`src/rtl/bmc_pkg.sv`:
```
// package: register map, field positions, reset values and timing of the barometer control block
package bmc_pkg;
  // ==========================================
  // register offsets
  localparam logic [6:0] REF_LOW_ADDR = 7'h08;
  localparam logic [6:0] REF_MID_ADDR = 7'h09;
  localparam logic [6:0] REF_HIGH_ADDR = 7'h0A;
  localparam logic [6:0] IDENTITY_ADDR = 7'h0F;
  localparam logic [6:0] AVG_CFG_ADDR = 7'h10;
  localparam logic [6:0] MAIN_CTRL_ADDR = 7'h20;
  localparam logic [6:0] AUX_CTRL_ADDR = 7'h21;
  localparam logic [6:0] STATUS_ADDR = 7'h27;
  localparam logic [6:0] POUT_LOW_ADDR = 7'h28;
  localparam logic [6:0] POUT_MID_ADDR = 7'h29;
  localparam logic [6:0] POUT_HIGH_ADDR = 7'h2A;
  localparam logic [6:0] OFFS_LOW_ADDR = 7'h39;
  localparam logic [6:0] OFFS_HIGH_ADDR = 7'h3A;
  // ==========================================
  // reset values
  localparam logic [7:0] AVG_CFG_RESET = 8'h0F;
  localparam logic [7:0] AVG_CFG_MASK = 8'h0F;
  localparam logic [7:0] CTRL_RESET = 8'h00;
  localparam logic [7:0] IDENTITY_DEFAULT = 8'h5A; // arbitrary value
  // ==========================================
  // main_control fields
  localparam int POWER_ON_BIT = 7;
  localparam int RATE_HI = 6;
  localparam int RATE_LO = 4;
  localparam int DIFF_BIT = 3;
  localparam int HOLD_BIT = 2;
  localparam int AZ_CLEAR_BIT = 1;
  localparam int THREE_WIRE_BIT = 0;
  // aux_control fields
  localparam int REBOOT_BIT = 7;
  localparam int FIFO_EN_BIT = 6;
  localparam int WATERMARK_BIT = 5;
  localparam int MEAN_DEC_BIT = 4;
  localparam int TWO_WIRE_DIS_BIT = 3;
  localparam int SOFT_RESET_BIT = 2;
  localparam int AUTOZERO_BIT = 1;
  localparam int ONE_SHOT_BIT = 0;
  // output rate codes
  localparam logic [2:0] RATE_ONE_SHOT = 3'h0;
  localparam logic [2:0] RATE_RESERVED = 3'h5;
  // ==========================================
  // timing at 20 MHz
  localparam int CLK_HZ = 20000000;
  localparam real REBOOT_MS = 2.2;
  localparam int REBOOT_CYCLES = int'(REBOOT_MS * CLK_HZ / 1000.0);
  localparam real SOFT_RESET_US = 4.0;
  localparam int SOFT_RESET_CYCLES = int'(SOFT_RESET_US * CLK_HZ / 1000000.0);
  localparam int SAMPLE_CYCLES_DEFAULT = 64;
  localparam int TRIM_WORDS = 8;
endpackage : bmc_pkg

```
`src/rtl/bmc_sample_if.sv`:
```
// interface: sample request and result between control and sampler
`timescale 1ns/1ps
`default_nettype none
interface bmc_sample_if;
  logic start;
  logic [9:0] count;
  logic busy;
  logic done;
  logic [23:0] pressure;
  modport ctrl (output start, output count, input busy, input done, input pressure);
  modport smp (input start, input count, output busy, output done, output pressure);
endinterface : bmc_sample_if
`default_nettype wire

```
`src/rtl/bmc_sampler.sv`:
```
// sampler: averages the raw pressure over a chosen number of internal samples
`timescale 1ns/1ps
`default_nettype none
module bmc_sampler #(
  parameter int SAMPLE_CYCLES = bmc_pkg::SAMPLE_CYCLES_DEFAULT
) (
  // clock and reset
  input wire logic clk,
  input wire logic rst,
  // raw sensor word
  input wire logic [23:0] raw_pressure,
  // request and result
  bmc_sample_if.smp s
);
  if (SAMPLE_CYCLES < 1 || SAMPLE_CYCLES > 65536) begin : g_bad_cycles
    $error("sample cycles out of range");
  end
  logic [9:0] left_r;
  logic [15:0] tick_r;
  logic [33:0] acc_r;
  logic [9:0] n_r;
  logic done_r;
  logic [23:0] out_r;
  assign s.busy = (left_r != 10'h000);
  assign s.done = done_r;
  assign s.pressure = out_r;
  // ==========================================
  // accumulation
  always_ff @(posedge clk) begin
    done_r <= 1'b0;
    if (rst) begin
      left_r <= 10'h000;
      tick_r <= 16'h0000;
      acc_r <= 34'h0;
      n_r <= 10'h000;
      out_r <= 24'h0000_00;
    end else if (s.start && left_r == 10'h000) begin
      left_r <= s.count;
      n_r <= s.count;
      acc_r <= 34'h0;
      tick_r <= 16'(SAMPLE_CYCLES - 1);
    end else if (left_r != 10'h000) begin
      if (tick_r != 16'h0000) begin
        tick_r <= tick_r - 16'h0001;
      end else begin
        tick_r <= 16'(SAMPLE_CYCLES - 1);
        acc_r <= acc_r + {{10{raw_pressure[23]}}, raw_pressure};
        left_r <= left_r - 10'h001;
        if (left_r == 10'h001) begin
          done_r <= 1'b1;
          out_r <= 24'(($signed(acc_r + {{10{raw_pressure[23]}}, raw_pressure}))
                       / $signed({24'h0, n_r}));
        end
      end
    end
  end
endmodule : bmc_sampler
`default_nettype wire

```
`src/rtl/bmc_trim_loader.sv`:
```
// trim loader: copies nonvolatile trim words into working trim registers
`timescale 1ns/1ps
`default_nettype none
module bmc_trim_loader #(
  parameter int BOOT_CYCLES = bmc_pkg::REBOOT_CYCLES,
  parameter int WORDS = bmc_pkg::TRIM_WORDS
) (
  // clock and reset
  input wire logic clk,
  input wire logic rst,
  // control
  input wire logic start,
  output logic busy,
  // trim data
  input wire logic [8*WORDS-1:0] nv_trim,
  output logic [8*WORDS-1:0] trim
);
  if (BOOT_CYCLES < WORDS || WORDS < 1 || WORDS > 256
      || BOOT_CYCLES > 16777216) begin : g_bad_boot
    $error("boot time or trim word count out of range");
  end
  logic [23:0] cnt_r;
  logic run_r;
  assign busy = run_r;
  // ==========================================
  // copy sequence
  always_ff @(posedge clk) begin
    if (rst) begin
      run_r <= 1'b1;
      cnt_r <= 24'h0000_00;
      trim <= '0;
    end else if (run_r) begin
      if (cnt_r < 24'(WORDS)) begin
        trim[8*cnt_r[7:0] +: 8] <= nv_trim[8*cnt_r[7:0] +: 8];
      end
      if (cnt_r == 24'(BOOT_CYCLES - 1)) begin
        run_r <= 1'b0;
        cnt_r <= 24'h0000_00;
      end else begin
        cnt_r <= cnt_r + 24'h0000_01;
      end
    end else if (start) begin
      run_r <= 1'b1;
    end
  end
endmodule : bmc_trim_loader
`default_nettype wire

```
`src/rtl/bmc_ctrl.sv`:
```
// barometer measurement control and configuration registers
`timescale 1ns/1ps
`default_nettype none
module bmc_ctrl #(
  parameter int BOOT_CYCLES = bmc_pkg::REBOOT_CYCLES,
  parameter int SAMPLE_CYCLES = bmc_pkg::SAMPLE_CYCLES_DEFAULT,
  parameter int SECOND_CYCLES = bmc_pkg::CLK_HZ,
  parameter logic [7:0] IDENTITY = bmc_pkg::IDENTITY_DEFAULT // arbitrary value
) (
  // clock and reset
  input wire logic clk,
  input wire logic rst,
  // register port from the serial interface
  input wire logic reg_wr,
  input wire logic reg_rd,
  input wire logic [6:0] reg_addr,
  input wire logic [7:0] reg_wdata,
  output logic [7:0] reg_rdata,
  // sensor and trim
  input wire logic [23:0] raw_pressure,
  input wire logic [8*bmc_pkg::TRIM_WORDS-1:0] nv_trim,
  output logic [8*bmc_pkg::TRIM_WORDS-1:0] trim,
  // configuration outputs
  output logic three_wire_select,
  output logic two_wire_disable,
  output logic fifo_enable,
  output logic watermark_monitor_enable,
  output logic differential_enable,
  output logic [1:0] temp_average_select,
  output logic boot_busy
);
  if (SECOND_CYCLES < 25 || SAMPLE_CYCLES < 1
      || SECOND_CYCLES > 100000000) begin : g_bad_timing
    $error("bad timing parameters");
  end
  localparam int SR_CYC = bmc_pkg::SOFT_RESET_CYCLES;
  typedef enum logic [1:0] {ST_IDLE, ST_CONV, ST_WAIT} bmc_conv_e;

  logic [23:0] ref_r;
  logic [15:0] offs_r;
  logic [7:0] avg_r;
  logic [7:0] main_r;
  logic [7:0] aux_r;
  logic [23:0] pout_r;
  logic [23:0] meas_r;
  logic meas_new_r;
  logic [1:0] rd_seen_r;
  logic p_avail_r;
  logic [7:0] sr_cnt_r;
  logic [31:0] rate_cnt_r;
  logic [31:0] sec_cnt_r;
  bmc_conv_e state_r;
  logic sr_act;
  logic boot_start;
  logic rate_tick;
  logic [31:0] period;
  logic [23:0] diffed;
  bmc_sample_if sif ();

  // ==========================================
  // decode helpers
  function automatic logic hit(input logic [6:0] a, input logic [6:0] b);
    return reg_wr && (a == b);
  endfunction : hit

  function automatic logic [9:0] p_count(input logic [1:0] c);
    case (c)
      2'b00: return 10'd8;
      2'b01: return 10'd32;
      2'b10: return 10'd128;
      default: return 10'd511;
    endcase
  endfunction : p_count

  assign sr_act = (sr_cnt_r != 8'h00);
  assign boot_start = hit(reg_addr, bmc_pkg::AUX_CTRL_ADDR)
    && reg_wdata[bmc_pkg::REBOOT_BIT];

  // ==========================================
  // configuration registers
  always_ff @(posedge clk) begin
    if (rst || sr_act) begin
      avg_r <= bmc_pkg::AVG_CFG_RESET;
      main_r <= bmc_pkg::CTRL_RESET;
      aux_r <= bmc_pkg::CTRL_RESET;
    end else begin
      if (hit(reg_addr, bmc_pkg::AVG_CFG_ADDR)) begin
        avg_r <= reg_wdata & bmc_pkg::AVG_CFG_MASK;
      end
      if (hit(reg_addr, bmc_pkg::MAIN_CTRL_ADDR)) begin
        main_r <= reg_wdata;
        main_r[bmc_pkg::AZ_CLEAR_BIT] <= 1'b0;
      end
      if (hit(reg_addr, bmc_pkg::AUX_CTRL_ADDR)) begin
        aux_r <= reg_wdata;
        aux_r[bmc_pkg::SOFT_RESET_BIT] <= 1'b0;
      end else begin
        aux_r[bmc_pkg::REBOOT_BIT] <= boot_busy;
        if (sif.done && state_r == ST_CONV && main_r[6:4] == bmc_pkg::RATE_ONE_SHOT) begin
          aux_r[bmc_pkg::ONE_SHOT_BIT] <= 1'b0;
        end
      end
    end
  end

  // soft reset timer
  always_ff @(posedge clk) begin
    if (rst) begin
      sr_cnt_r <= 8'h00;
    end else if (hit(reg_addr, bmc_pkg::AUX_CTRL_ADDR) && reg_wdata[bmc_pkg::SOFT_RESET_BIT]) begin
      sr_cnt_r <= 8'(SR_CYC - 1);
    end else if (sr_act) begin
      sr_cnt_r <= sr_cnt_r - 8'h01;
    end
  end

  // ==========================================
  // reference and offset registers
  always_ff @(posedge clk) begin
    if (rst || sr_act) begin
      ref_r <= 24'h0000_00;
      offs_r <= 16'h0000;
    end else if (hit(reg_addr, bmc_pkg::MAIN_CTRL_ADDR) && reg_wdata[bmc_pkg::AZ_CLEAR_BIT]) begin
      ref_r <= 24'h0000_00;
      offs_r <= 16'h0000;
    end else if (hit(reg_addr, bmc_pkg::AUX_CTRL_ADDR) && reg_wdata[bmc_pkg::AUTOZERO_BIT]
                 && !aux_r[bmc_pkg::AUTOZERO_BIT]) begin
      ref_r <= meas_r;
    end else begin
      if (hit(reg_addr, bmc_pkg::REF_LOW_ADDR)) ref_r[7:0] <= reg_wdata;
      if (hit(reg_addr, bmc_pkg::REF_MID_ADDR)) ref_r[15:8] <= reg_wdata;
      if (hit(reg_addr, bmc_pkg::REF_HIGH_ADDR)) ref_r[23:16] <= reg_wdata;
      if (hit(reg_addr, bmc_pkg::OFFS_LOW_ADDR)) offs_r[7:0] <= reg_wdata;
      if (hit(reg_addr, bmc_pkg::OFFS_HIGH_ADDR)) offs_r[15:8] <= reg_wdata;
    end
  end

  // ==========================================
  // conversion sequencing
  always_comb begin
    case (main_r[6:4])
      3'h1: period = 32'(SECOND_CYCLES);
      3'h2: period = 32'(SECOND_CYCLES / 7);
      3'h3: period = 32'(SECOND_CYCLES * 2 / 25);
      default: period = 32'(SECOND_CYCLES / 25);
    endcase
  end

  logic running;
  assign running = main_r[bmc_pkg::POWER_ON_BIT] && !boot_busy
    && main_r[6:4] != bmc_pkg::RATE_RESERVED && main_r[6:4] < 3'h5;
  assign rate_tick = running && main_r[6:4] != bmc_pkg::RATE_ONE_SHOT
    && rate_cnt_r >= period - 32'h1;

  always_ff @(posedge clk) begin
    if (rst || !running || main_r[6:4] == bmc_pkg::RATE_ONE_SHOT) begin
      rate_cnt_r <= 32'h0;
    end else begin
      rate_cnt_r <= rate_tick ? 32'h0 : rate_cnt_r + 32'h1;
    end
  end

  always_ff @(posedge clk) begin
    if (rst || sr_act) begin
      state_r <= ST_IDLE;
    end else begin
      case (state_r)
        ST_IDLE: begin
          if (sif.start) begin
            state_r <= ST_CONV;
          end
        end
        ST_CONV: begin
          if (sif.done) state_r <= ST_WAIT;
        end
        ST_WAIT: begin
          state_r <= ST_IDLE;
        end
        default: state_r <= ST_IDLE;
      endcase
    end
  end
  assign sif.start = (state_r == ST_IDLE) && running && !sif.busy
    && (rate_tick || (main_r[6:4] == bmc_pkg::RATE_ONE_SHOT
    && aux_r[bmc_pkg::ONE_SHOT_BIT]));
  assign sif.count = p_count(avg_r[1:0]);

  // ==========================================
  // output data path
  assign diffed = main_r[bmc_pkg::DIFF_BIT] || aux_r[bmc_pkg::AUTOZERO_BIT]
    ? meas_r - ref_r : meas_r;

  always_ff @(posedge clk) begin
    if (rst || sr_act) begin
      meas_r <= 24'h0000_00;
      meas_new_r <= 1'b0;
      sec_cnt_r <= 32'h0;
    end else begin
      meas_new_r <= 1'b0;
      sec_cnt_r <= (sec_cnt_r >= 32'(SECOND_CYCLES - 1)) ? 32'h0 : sec_cnt_r + 32'h1;
      if (sif.done) meas_r <= sif.pressure;
      if (aux_r[bmc_pkg::MEAN_DEC_BIT]) begin
        meas_new_r <= (sec_cnt_r == 32'h0);
      end else begin
        meas_new_r <= sif.done;
      end
    end
  end

  // hold-until-read: track low and high part reads
  always_ff @(posedge clk) begin
    if (rst || sr_act) begin
      pout_r <= 24'h0000_00;
      rd_seen_r <= 2'b11;
      p_avail_r <= 1'b0;
    end else begin
      if (meas_new_r && (!main_r[bmc_pkg::HOLD_BIT] || rd_seen_r == 2'b11)) begin
        pout_r <= diffed;
        rd_seen_r <= 2'b00;
        p_avail_r <= 1'b1;
      end else if (reg_rd) begin
        if (reg_addr == bmc_pkg::POUT_LOW_ADDR) rd_seen_r[0] <= 1'b1;
        if (reg_addr == bmc_pkg::POUT_HIGH_ADDR) begin
          rd_seen_r[1] <= 1'b1;
          p_avail_r <= 1'b0;
        end
      end
    end
  end

  // ==========================================
  // read multiplexer
  always_comb begin
    if (reg_addr == bmc_pkg::REF_LOW_ADDR) reg_rdata = ref_r[7:0];
    else if (reg_addr == bmc_pkg::REF_MID_ADDR) reg_rdata = ref_r[15:8];
    else if (reg_addr == bmc_pkg::REF_HIGH_ADDR) reg_rdata = ref_r[23:16];
    else if (reg_addr == bmc_pkg::IDENTITY_ADDR) reg_rdata = IDENTITY;
    else if (reg_addr == bmc_pkg::AVG_CFG_ADDR) reg_rdata = avg_r;
    else if (reg_addr == bmc_pkg::MAIN_CTRL_ADDR) reg_rdata = main_r;
    else if (reg_addr == bmc_pkg::AUX_CTRL_ADDR) reg_rdata = aux_r;
    else if (reg_addr == bmc_pkg::STATUS_ADDR) reg_rdata = {6'h00, p_avail_r, 1'b0};
    else if (reg_addr == bmc_pkg::POUT_LOW_ADDR) reg_rdata = pout_r[7:0];
    else if (reg_addr == bmc_pkg::POUT_MID_ADDR) reg_rdata = pout_r[15:8];
    else if (reg_addr == bmc_pkg::POUT_HIGH_ADDR) reg_rdata = pout_r[23:16];
    else if (reg_addr == bmc_pkg::OFFS_LOW_ADDR) reg_rdata = offs_r[7:0];
    else if (reg_addr == bmc_pkg::OFFS_HIGH_ADDR) reg_rdata = offs_r[15:8];
    else reg_rdata = 8'h00;
  end

  // ==========================================
  // configuration outputs
  assign three_wire_select = main_r[bmc_pkg::THREE_WIRE_BIT];
  assign two_wire_disable = aux_r[bmc_pkg::TWO_WIRE_DIS_BIT];
  assign fifo_enable = aux_r[bmc_pkg::FIFO_EN_BIT];
  assign watermark_monitor_enable = aux_r[bmc_pkg::WATERMARK_BIT];
  assign differential_enable = main_r[bmc_pkg::DIFF_BIT];
  assign temp_average_select = avg_r[3:2];

  // ==========================================
  // submodules
  bmc_sampler #(.SAMPLE_CYCLES(SAMPLE_CYCLES)) u_smp (
    .clk(clk),
    .rst(rst),
    .raw_pressure(raw_pressure),
    .s(sif)
  );

  bmc_trim_loader #(.BOOT_CYCLES(BOOT_CYCLES), .WORDS(bmc_pkg::TRIM_WORDS)) u_trim (
    .clk(clk),
    .rst(rst),
    .start(boot_start),
    .busy(boot_busy),
    .nv_trim(nv_trim),
    .trim(trim)
  );
endmodule : bmc_ctrl
`default_nettype wire

```
`config.mk`:
```
export PLATFORM = sky130hd
export DESIGN_NAME = bmc_ctrl
export DESIGN_NICKNAME = d
export VERILOG_FILES = /design/src/rtl/bmc_pkg.sv /design/src/rtl/bmc_sample_if.sv /design/src/rtl/bmc_sampler.sv /design/src/rtl/bmc_trim_loader.sv /design/src/rtl/bmc_ctrl.sv
export SDC_FILE = /design/constraint.sdc
export NUM_CORES = 2
export LEC_CHECK = 0
export BUFFER_PORTS_ARGS = -buffer_cell sky130_fd_sc_hd__buf_2
export CORE_MARGIN = 2
export CORE_UTILIZATION = 60
export DETAILED_ROUTE_END_ITERATION = 10
export HOLD_SLACK_MARGIN = 0.12
export PLACE_DENSITY = 0.83
export RECOVER_POWER = 100
export SYNTH_ARGS = -nofsm -noshare
export SYNTH_HDL_FRONTEND = slang
export SYNTH_SLANG_ARGS = --single-unit
```
`constraint.sdc`:
```
create_clock -name clk -period 310.1 [get_ports clk]
set_input_delay 62.02 -clock clk [delete_from_list [all_inputs] [get_ports clk]]
set_output_delay 62.02 -clock clk [all_outputs]
set_load 0.02 [all_outputs]
```
== Word level (Yosys, flattened, before mapping) ==
Cells that the tools add are included.

* Divide/modulo/power cells: 1
* Eq/ne operators: 26
* Bitwise operators: 4
* Muxes and demuxes: 48
* Shift-type cells: 3
* Add/sub/neg operators: 10
* $lt $le $gt $ge: 4
* Reduce and logical (&&, ||, !) cells: 70

{| class="wikitable"
|+ Operators with widths
! cell !! number
|-
| two-way mux 8 bit || 16
|-
| one-hot mux 25 bit (3 select lines) || 1
|-
| two-way mux 24 bit || 3
|-
| adder 32 x 1 -> 32 bit (second input constant) || 2
|-
| bitwise mux 64 bit || 1
|-
| variable shift 8 x 34 -> 64 bit (first input constant) || 1
|-
| indexed part select 64 x 12 -> 8 bit || 1
|-
| indexed part select 8 x 34 -> 64 bit || 1
|-
| equality test 7 x 6 -> 1 bit (second input constant) || 8
|-
| adder 34 bit || 1
|-
| divider 34 x 11 -> 34 bit || 1
|-
| negator 11 -> 34 bit || 1
|-
| >= comparator 32 x 25 -> 1 bit (second input constant) || 1
|-
| >= comparator 32 bit || 1
|-
| zero test 32 bit || 1
|-
| subtractor 32 x 1 -> 32 bit (second input constant) || 1
|-
| two-way mux 10 bit || 3
|-
| equality test 7 x 4 -> 1 bit (second input constant) || 4
|-
| one-hot mux 9 bit (3 select lines) || 1
|-
| logical AND 1 bit || 26
|-
| adder 24 x 1 -> 24 bit (second input constant) || 1
|-
| equality test 24 x 16 -> 1 bit (second input constant) || 1
|-
| less-than comparator 24 x 4 -> 1 bit (second input constant) || 1
|-
| subtractor 24 bit || 1
|-
| 33 further kinds || 87
|}

* Word-level logic and storage cells: 197
* Bits in registers: 368
* Input bits: 107

== Longest topological paths before layout ==
* Word-level depth: 14
* Depth in mapped cells: 552
* Mapped depth without buffers: 517

== Hierarchy ==
From an unflattened synthesis, not the netlist that was laid out.

* Cells, all modules: 5,924
* Area total of the unflattened synthesis: 43,701.9 um2

{| class="wikitable"
|+ By module, submodules not included
! module !! seq. area each (um2) !! area each (um2) !! times used !! cells each
|-
| bmc_sampler || 1,901.8 || 29,021.6 || 1 || 4,205
|-
| bmc_ctrl || 3,683.5 || 10,182.3 || 1 || 1,245
|-
| bmc_trim_loader || 1,781.7 || 4,498.1 || 1 || 474
|}

== Worst setup path before layout ==
Ideal clock, no wire load.

* Kind: input to register
* Start: input port raw_pressure[0]
* End: register u_smp.out_r[18] (netlist: u_smp.s.pressure[18])
* Arrival: 162.234 ns
* Slack: 147.738 ns
* Data required time: 309.972 ns
* Stages: 537
* Path through: ha_1 inv_1 fa_1 nand2b_1 a21boi_2 o21ai_2 xor2_1 nand4_1 a2111oi_4 a41oi_1 xor2_1 a2111o_1 nor4_2 nand2_1 o21ai_0 a21oi_1 ha_1 o21ai_0 (+501 left out) a21o_1 a21oi_1 nor2_1 a2111oi_0 nor4b_1 o2111a_1 o211a_1 o211ai_1 nor4_1 ha_1 nand3_1 nor3_1 a21oi_1 a21oi_1 xnor2_1 nor2_1 a21oi_1 nor2_1

* Cells in the longest elaborated chain, start to end: 2

{| class="wikitable"
|+ Ends and longest elaborated chain
! what !! RTL line !! RTL
|-
| start: declaration || bmc_ctrl.sv:20 || <nowiki>input wire logic [23:0] raw_pressure,</nowiki>
|-
| adder 34 bit || bmc_sampler.sv:51 || <nowiki>out_r <= 24'(($signed(acc_r + {{10{raw_pressure[23]}}, raw_pressure}))</nowiki>
|-
| divider 34 x 11 -> 34 bit || bmc_sampler.sv:52 || <nowiki>/ $signed({24'h0, n_r}));</nowiki>
|-
| end signal: assignment || bmc_sampler.sv:51 ||
|-
| end: declaration || bmc_sampler.sv:23 || <nowiki>logic [23:0] out_r;</nowiki>
|}

No other way between the ends.
A chain may end at the register's enable or synchronous reset.

== Worst setup path after layout ==
Ends and elaborated chain as after synthesis.

==> results.txt <==
- Max-cap violations in this run came to 9.
- Row count: slightly below 100
- The critical path runs through a total of 495 cells.
- Setup repair after global routing left no endpoint under its margin.
- The layout has 6495 filler cells.
- The core region is around 0.071 mm².
- Maximum buffer depth of the clock tree: 3
* Clock tree from TritonCTS: done
* Warnings from Yosys: 0
* Library cell used as clock root buffer: clkbuf_16
- After legalization and detailed placement, the total HPWL measured 106000 µm.
- Clock slew at reported path FFs: ~60 ps
- Number of vias per cell after detailed routing: ~6.7
- Top cell family by delay on the critical path: compound AO/OA/AOI/OAI gates
- The number of antenna violations at the first check in global routing came to 5.
- Post-Syn Area per Cell: about 7.3 µm²
* Max Transition Viols Final: approximately 280
- # clock sinks: approximately 360
* Count of buffers added by post-CTS timing repair for setup: 0
- At the pin with the least slew margin, the transition time is slightly below 4000 ps.
- The worst register-to-register path has a setup slack of 186910 ps.
* Most used flip-flop cell after synthesis: dfxtp_1
* Setup_tns: 0 ps
- Async S/R FF share, synth: 0%
* Residual antenna-violating net count after detailed routing: 0
- CP Capture Point: u_smp.s.pressure[18]
- Die Wd: ~270 µm
- Worst reg2reg endpoint: u_smp.s.pressure[18]
- Via count of the routed design: approximately 46000
- The most numerous cell type found on the critical path is o21a_1.
* Shortest clock period the worst path allows after layout: 184460 ps
* Critical path launch point type: input pin
- Combined global-route utilization of all metal layers: between 30% and 40%
* Maximum single-stage delay on the critical path: 2100 ps
- Endpoints failing hold: 0
* Die height: 272 µm
- XOR/XNOR share of the synthesized area: around 6.5%
- The min-delay analysis places its worst path in the category reg -> reg.
* Category of the most critical setup path: in -> reg
- For this design the top-level I/O count stands at around 190.
- Iteration-0 DRC count of the detailed router: ~4300
* Status: finished with violations
- Data on the critical path is required at its endpoint by 310490 ps.
- Post-Route Skew: ~28 ps
- Cell depth of the worst flop-to-flop path: 494
* Final hold slack: 453 ps
- For the worst-skew pair, the clock arrives at the later sink with an insertion delay of between 500 and 600 ps.
* Gate count of the mapped netlist: between 5000 and 6000
* Fmax: approximately 5.4 MHz
- The number of buffers and inverters on the critical path is 25.
* Number of instances resized during post-cts repair: 0
- For this block, the routed nets add up to approximately 140000 µm of wire.
- By area, the combinational part of the netlist is dominated by simple AND/OR/NAND/NOR gates.
- Summing the areas of all compound-gate instances in the mapped netlist gives 28.1% of the synthesized area.
- Data on the critical path arrives at its endpoint at 184850 ps.
- Number of global-route vias before repair: 43100
* Final layout net count: 6427
* Area of the die: about 0.074 mm²
* Setup slack of the critical path after layout: 125640 ps
- Pin count of the biggest net entering global routing: 86
- In this run, CTS created clock tree buffers numbering 40.
- After Yosys synthesis, full adders, half adders and majority gates account for 10.7% of the synthesized area.
- Of all nets on the critical path, the largest fanout is 26.
- Origin of the worst setup path: raw_pressure[0]
- The worst pin sits at a relative slew slack of -158%.
- Global-route wire length before repair: around 220000 µm
- Number of distinct library cell variants in the gate-level netlist after synthesis: about 150
- Share of cell area taken by muxes after synthesis: 5.23%
* Setup Viol. Count Final: 0
- Sum of overflow across all layers after global routing: 0
* EDFF count, synth: 0
- In the final routed layout, each cell accounts on average for around 20 µm.
- The synthesized design contains approximately 360 register bits.
- Part of the Yosys area used for sequential elements: between 15 and 20%
* Share of the clock period used by the worst path: 59.5%
- Post-cts hold buffer count: 0
- Effective utilization at floorplan: between 60% and 70%
- Routability-driven placement finished with a final weighted congestion of 1.01.
- Failing checks: capacitance limit, slew limit
- Number of port buffers: between 150 and 200
- The post-route netlist has roughly 8% of its cells at a drive strength greater than 1.
- DR DRC count: 0
* Length of the first detailed-routing pass in iterations: 9
- From synthesis to final layout, the design area changed by 5.98%.
- The synthesized netlist occupies a cell area of approximately 0.043 mm².
- Slowest cell on crit path: nor4_1
- Setup WS pre-CTS: 136750 ps
- Endpoint type of the worst setup path: flip-flop
- The clock tree synthesis step divided the H-tree into 2 levels.
- Beginning of the worst register-to-register path: u_smp.acc_r[0]
* Simple-gate share of the synthesized area: between 20 and 30%
worst register-to-register path: cells and delay by family (launching register included):
kind | cells | cell delay [ps]
AO/OA/AOI/OAI | 283 | 63740
AND/OR/NAND/NOR | 143 | 42040
adder cells (fa/ha/maj) | 36 | 11310
buffers and inverters | 24 | 3300
multiplexers | 7 | 2110
flip-flops | 1 | 340
XOR/XNOR | 1 | 160
how the worst min path moves through the flow:
| stage | slack [ps] | startpoint | depth (start not counted) | to |
|---|---|---|---|---|
| after floorplan | 420 | u_smp.s.pressure[17] | 2 | u_smp.s.pressure[17] |
| after global placement | 440 | u_trim.trim[2] | 2 | u_trim.trim[2] |
| after detailed placement | 450 | u_smp.s.pressure[7] | 2 | u_smp.s.pressure[7] |
| after CTS | 450 | u_smp.s.pressure[7] | 2 | u_smp.s.pressure[7] |
| after global routing | 470 | u_smp.s.pressure[19] | 2 | u_smp.s.pressure[19] |
| final | 450 | u_smp.s.pressure[7] | 2 | u_smp.s.pressure[7] |
routing by layer:
layer | vias to the layer above | share of wire [%] | wire length (µm) | GRT usage [%]
li1 | 22100 | - | - | -
met1 | 21600 | 41 | 56600 | 44.7
met2 | 2058 | 45 | 62400 | 59.1
met3 | 462 | 8.2 | 11300 | 5.01
met4 | 0 | 5.0 | 6810 | 16.6
met5 | - | 0 | 0 | 0
Yosys cell counts, types with 16 or more instances:
master      n  share of area [%]
a211o_1    18               0.37
a211oi_1   74                1.3
a21boi_0   24               0.42
a21o_1    100                1.7
a21oi_1   402                4.7
a22oi_1    31               0.54
a31oi_1    61               0.88
a41oi_1    16               0.32
and2_1     50               0.72
and3_1     78                1.1
and4_1     30               0.61
buf_2      21               0.24
clkbuf_1  182                1.6
dfxtp_1   362                 17
ha_1      365                 11
inv_1     135                1.2
mux2_2     51                1.3
mux2i_1   123                2.9
mux4_2     16               0.84
nand2_1   593                5.2
nand2b_1   61               0.88
nand3_1   174                2.0
nand3b_1   17               0.30
nand4_1    77                1.1
nor2_1    742                6.5
nor2b_1    43               0.62
nor3_1    345                4.0
nor3b_1    22               0.38
nor4_1     61               0.88
o211ai_1   64                1.1
o21a_1    223                3.9
o21ai_0   229                2.7
o21ai_1    47               0.55
o22ai_1    24               0.35
o31a_1     20               0.41
o31ai_1   123                2.1
or2_2      69                1.0
or3_1      46               0.67
xnor2_1   186                3.8
xor2_1    132                2.7
cells by family (layout without fill, tap and decap cells):
| family | after synthesis | count (layout) |
|---|---|---|
| adder cells (fa/ha/maj) | 370 | 370 |
| XOR/XNOR | 319 | 319 |
| flip-flops | 362 | 362 |
| buffers and inverters | 366 | 431 |
| AND/OR/NAND/NOR | 2544 | 2544 |
| other | 2 | 16 |
| AO/OA/AOI/OAI | 1745 | 1745 |
| multiplexers | 196 | 196 |
state kept, by name, summed over array words and instances, names as in the netlist, 24 cells and up:
register	count
pout_r	24
u_smp.acc_r	34
meas_r	24
sec_cnt_r	32
u_trim.cnt_r	24
u_trim.trim	64
ref_r	24
rate_cnt_r	32
u_smp.s.pressure	24
through the flow:
| step | instances | util (%) | area (µm²) |
|---|---|---|---|
| after floorplan | 5915 | - | 43200 |
| after global placement | 6861 | 62.6 | 44700 |
| after detailed placement | 6861 | 62.6 | 44700 |
| after CTS | 6930 | 64.4 | 46000 |
| after global routing | 6931 | 64.1 | 45700 |
| final | 6933 | 64.1 | 45700 |
final cells by class:
cell class,count,area (µm²),area share (%)
multi-input cells,5187,34400,75.2
flip-flops and latches,362,7250,15.8
well taps,950,1190,2.60
clock buffers,56,1120,2.45
repair buffers,224,1090,2.39
inverters,138,523,1.14
clock inverters,13,154,0.337
diodes,3,7.51,0.0164
layout by cell type, fill, tap and decap left out, types with 24 or more instances in the layout:
cell,synthesis,routed
mux2_2,51,51
xor2_1,132,132
a21boi_0,24,24
nor3_1,345,345
ha_1,365,365
o21a_1,223,223
dfxtp_1,362,362
or3_1,46,46
clkbuf_16,0,40
o211ai_1,64,64
nand4_1,77,78
nand2b_1,61,60
nor4_1,61,62
a31oi_1,61,62
a211oi_1,74,74
a22oi_1,31,31
o22ai_1,24,24
buf_4,7,32
a21oi_1,402,402
o31ai_1,123,125
mux2i_1,123,123
nand2_1,593,595
or2_2,69,69
clkbuf_1,182,98
xnor2_1,186,186
a21o_1,100,100
o21ai_1,47,46
nor2b_1,43,43
nor2_1,742,743
nand3_1,174,175
and3_1,78,78
and2_1,50,47
buf_2,21,104
o21ai_0,229,230
inv_1,135,135
and4_1,30,30
Power is left out: the tool's default activity adds up to more than one toggle a clock period on the data nets, which glitch-free logic cannot reach.
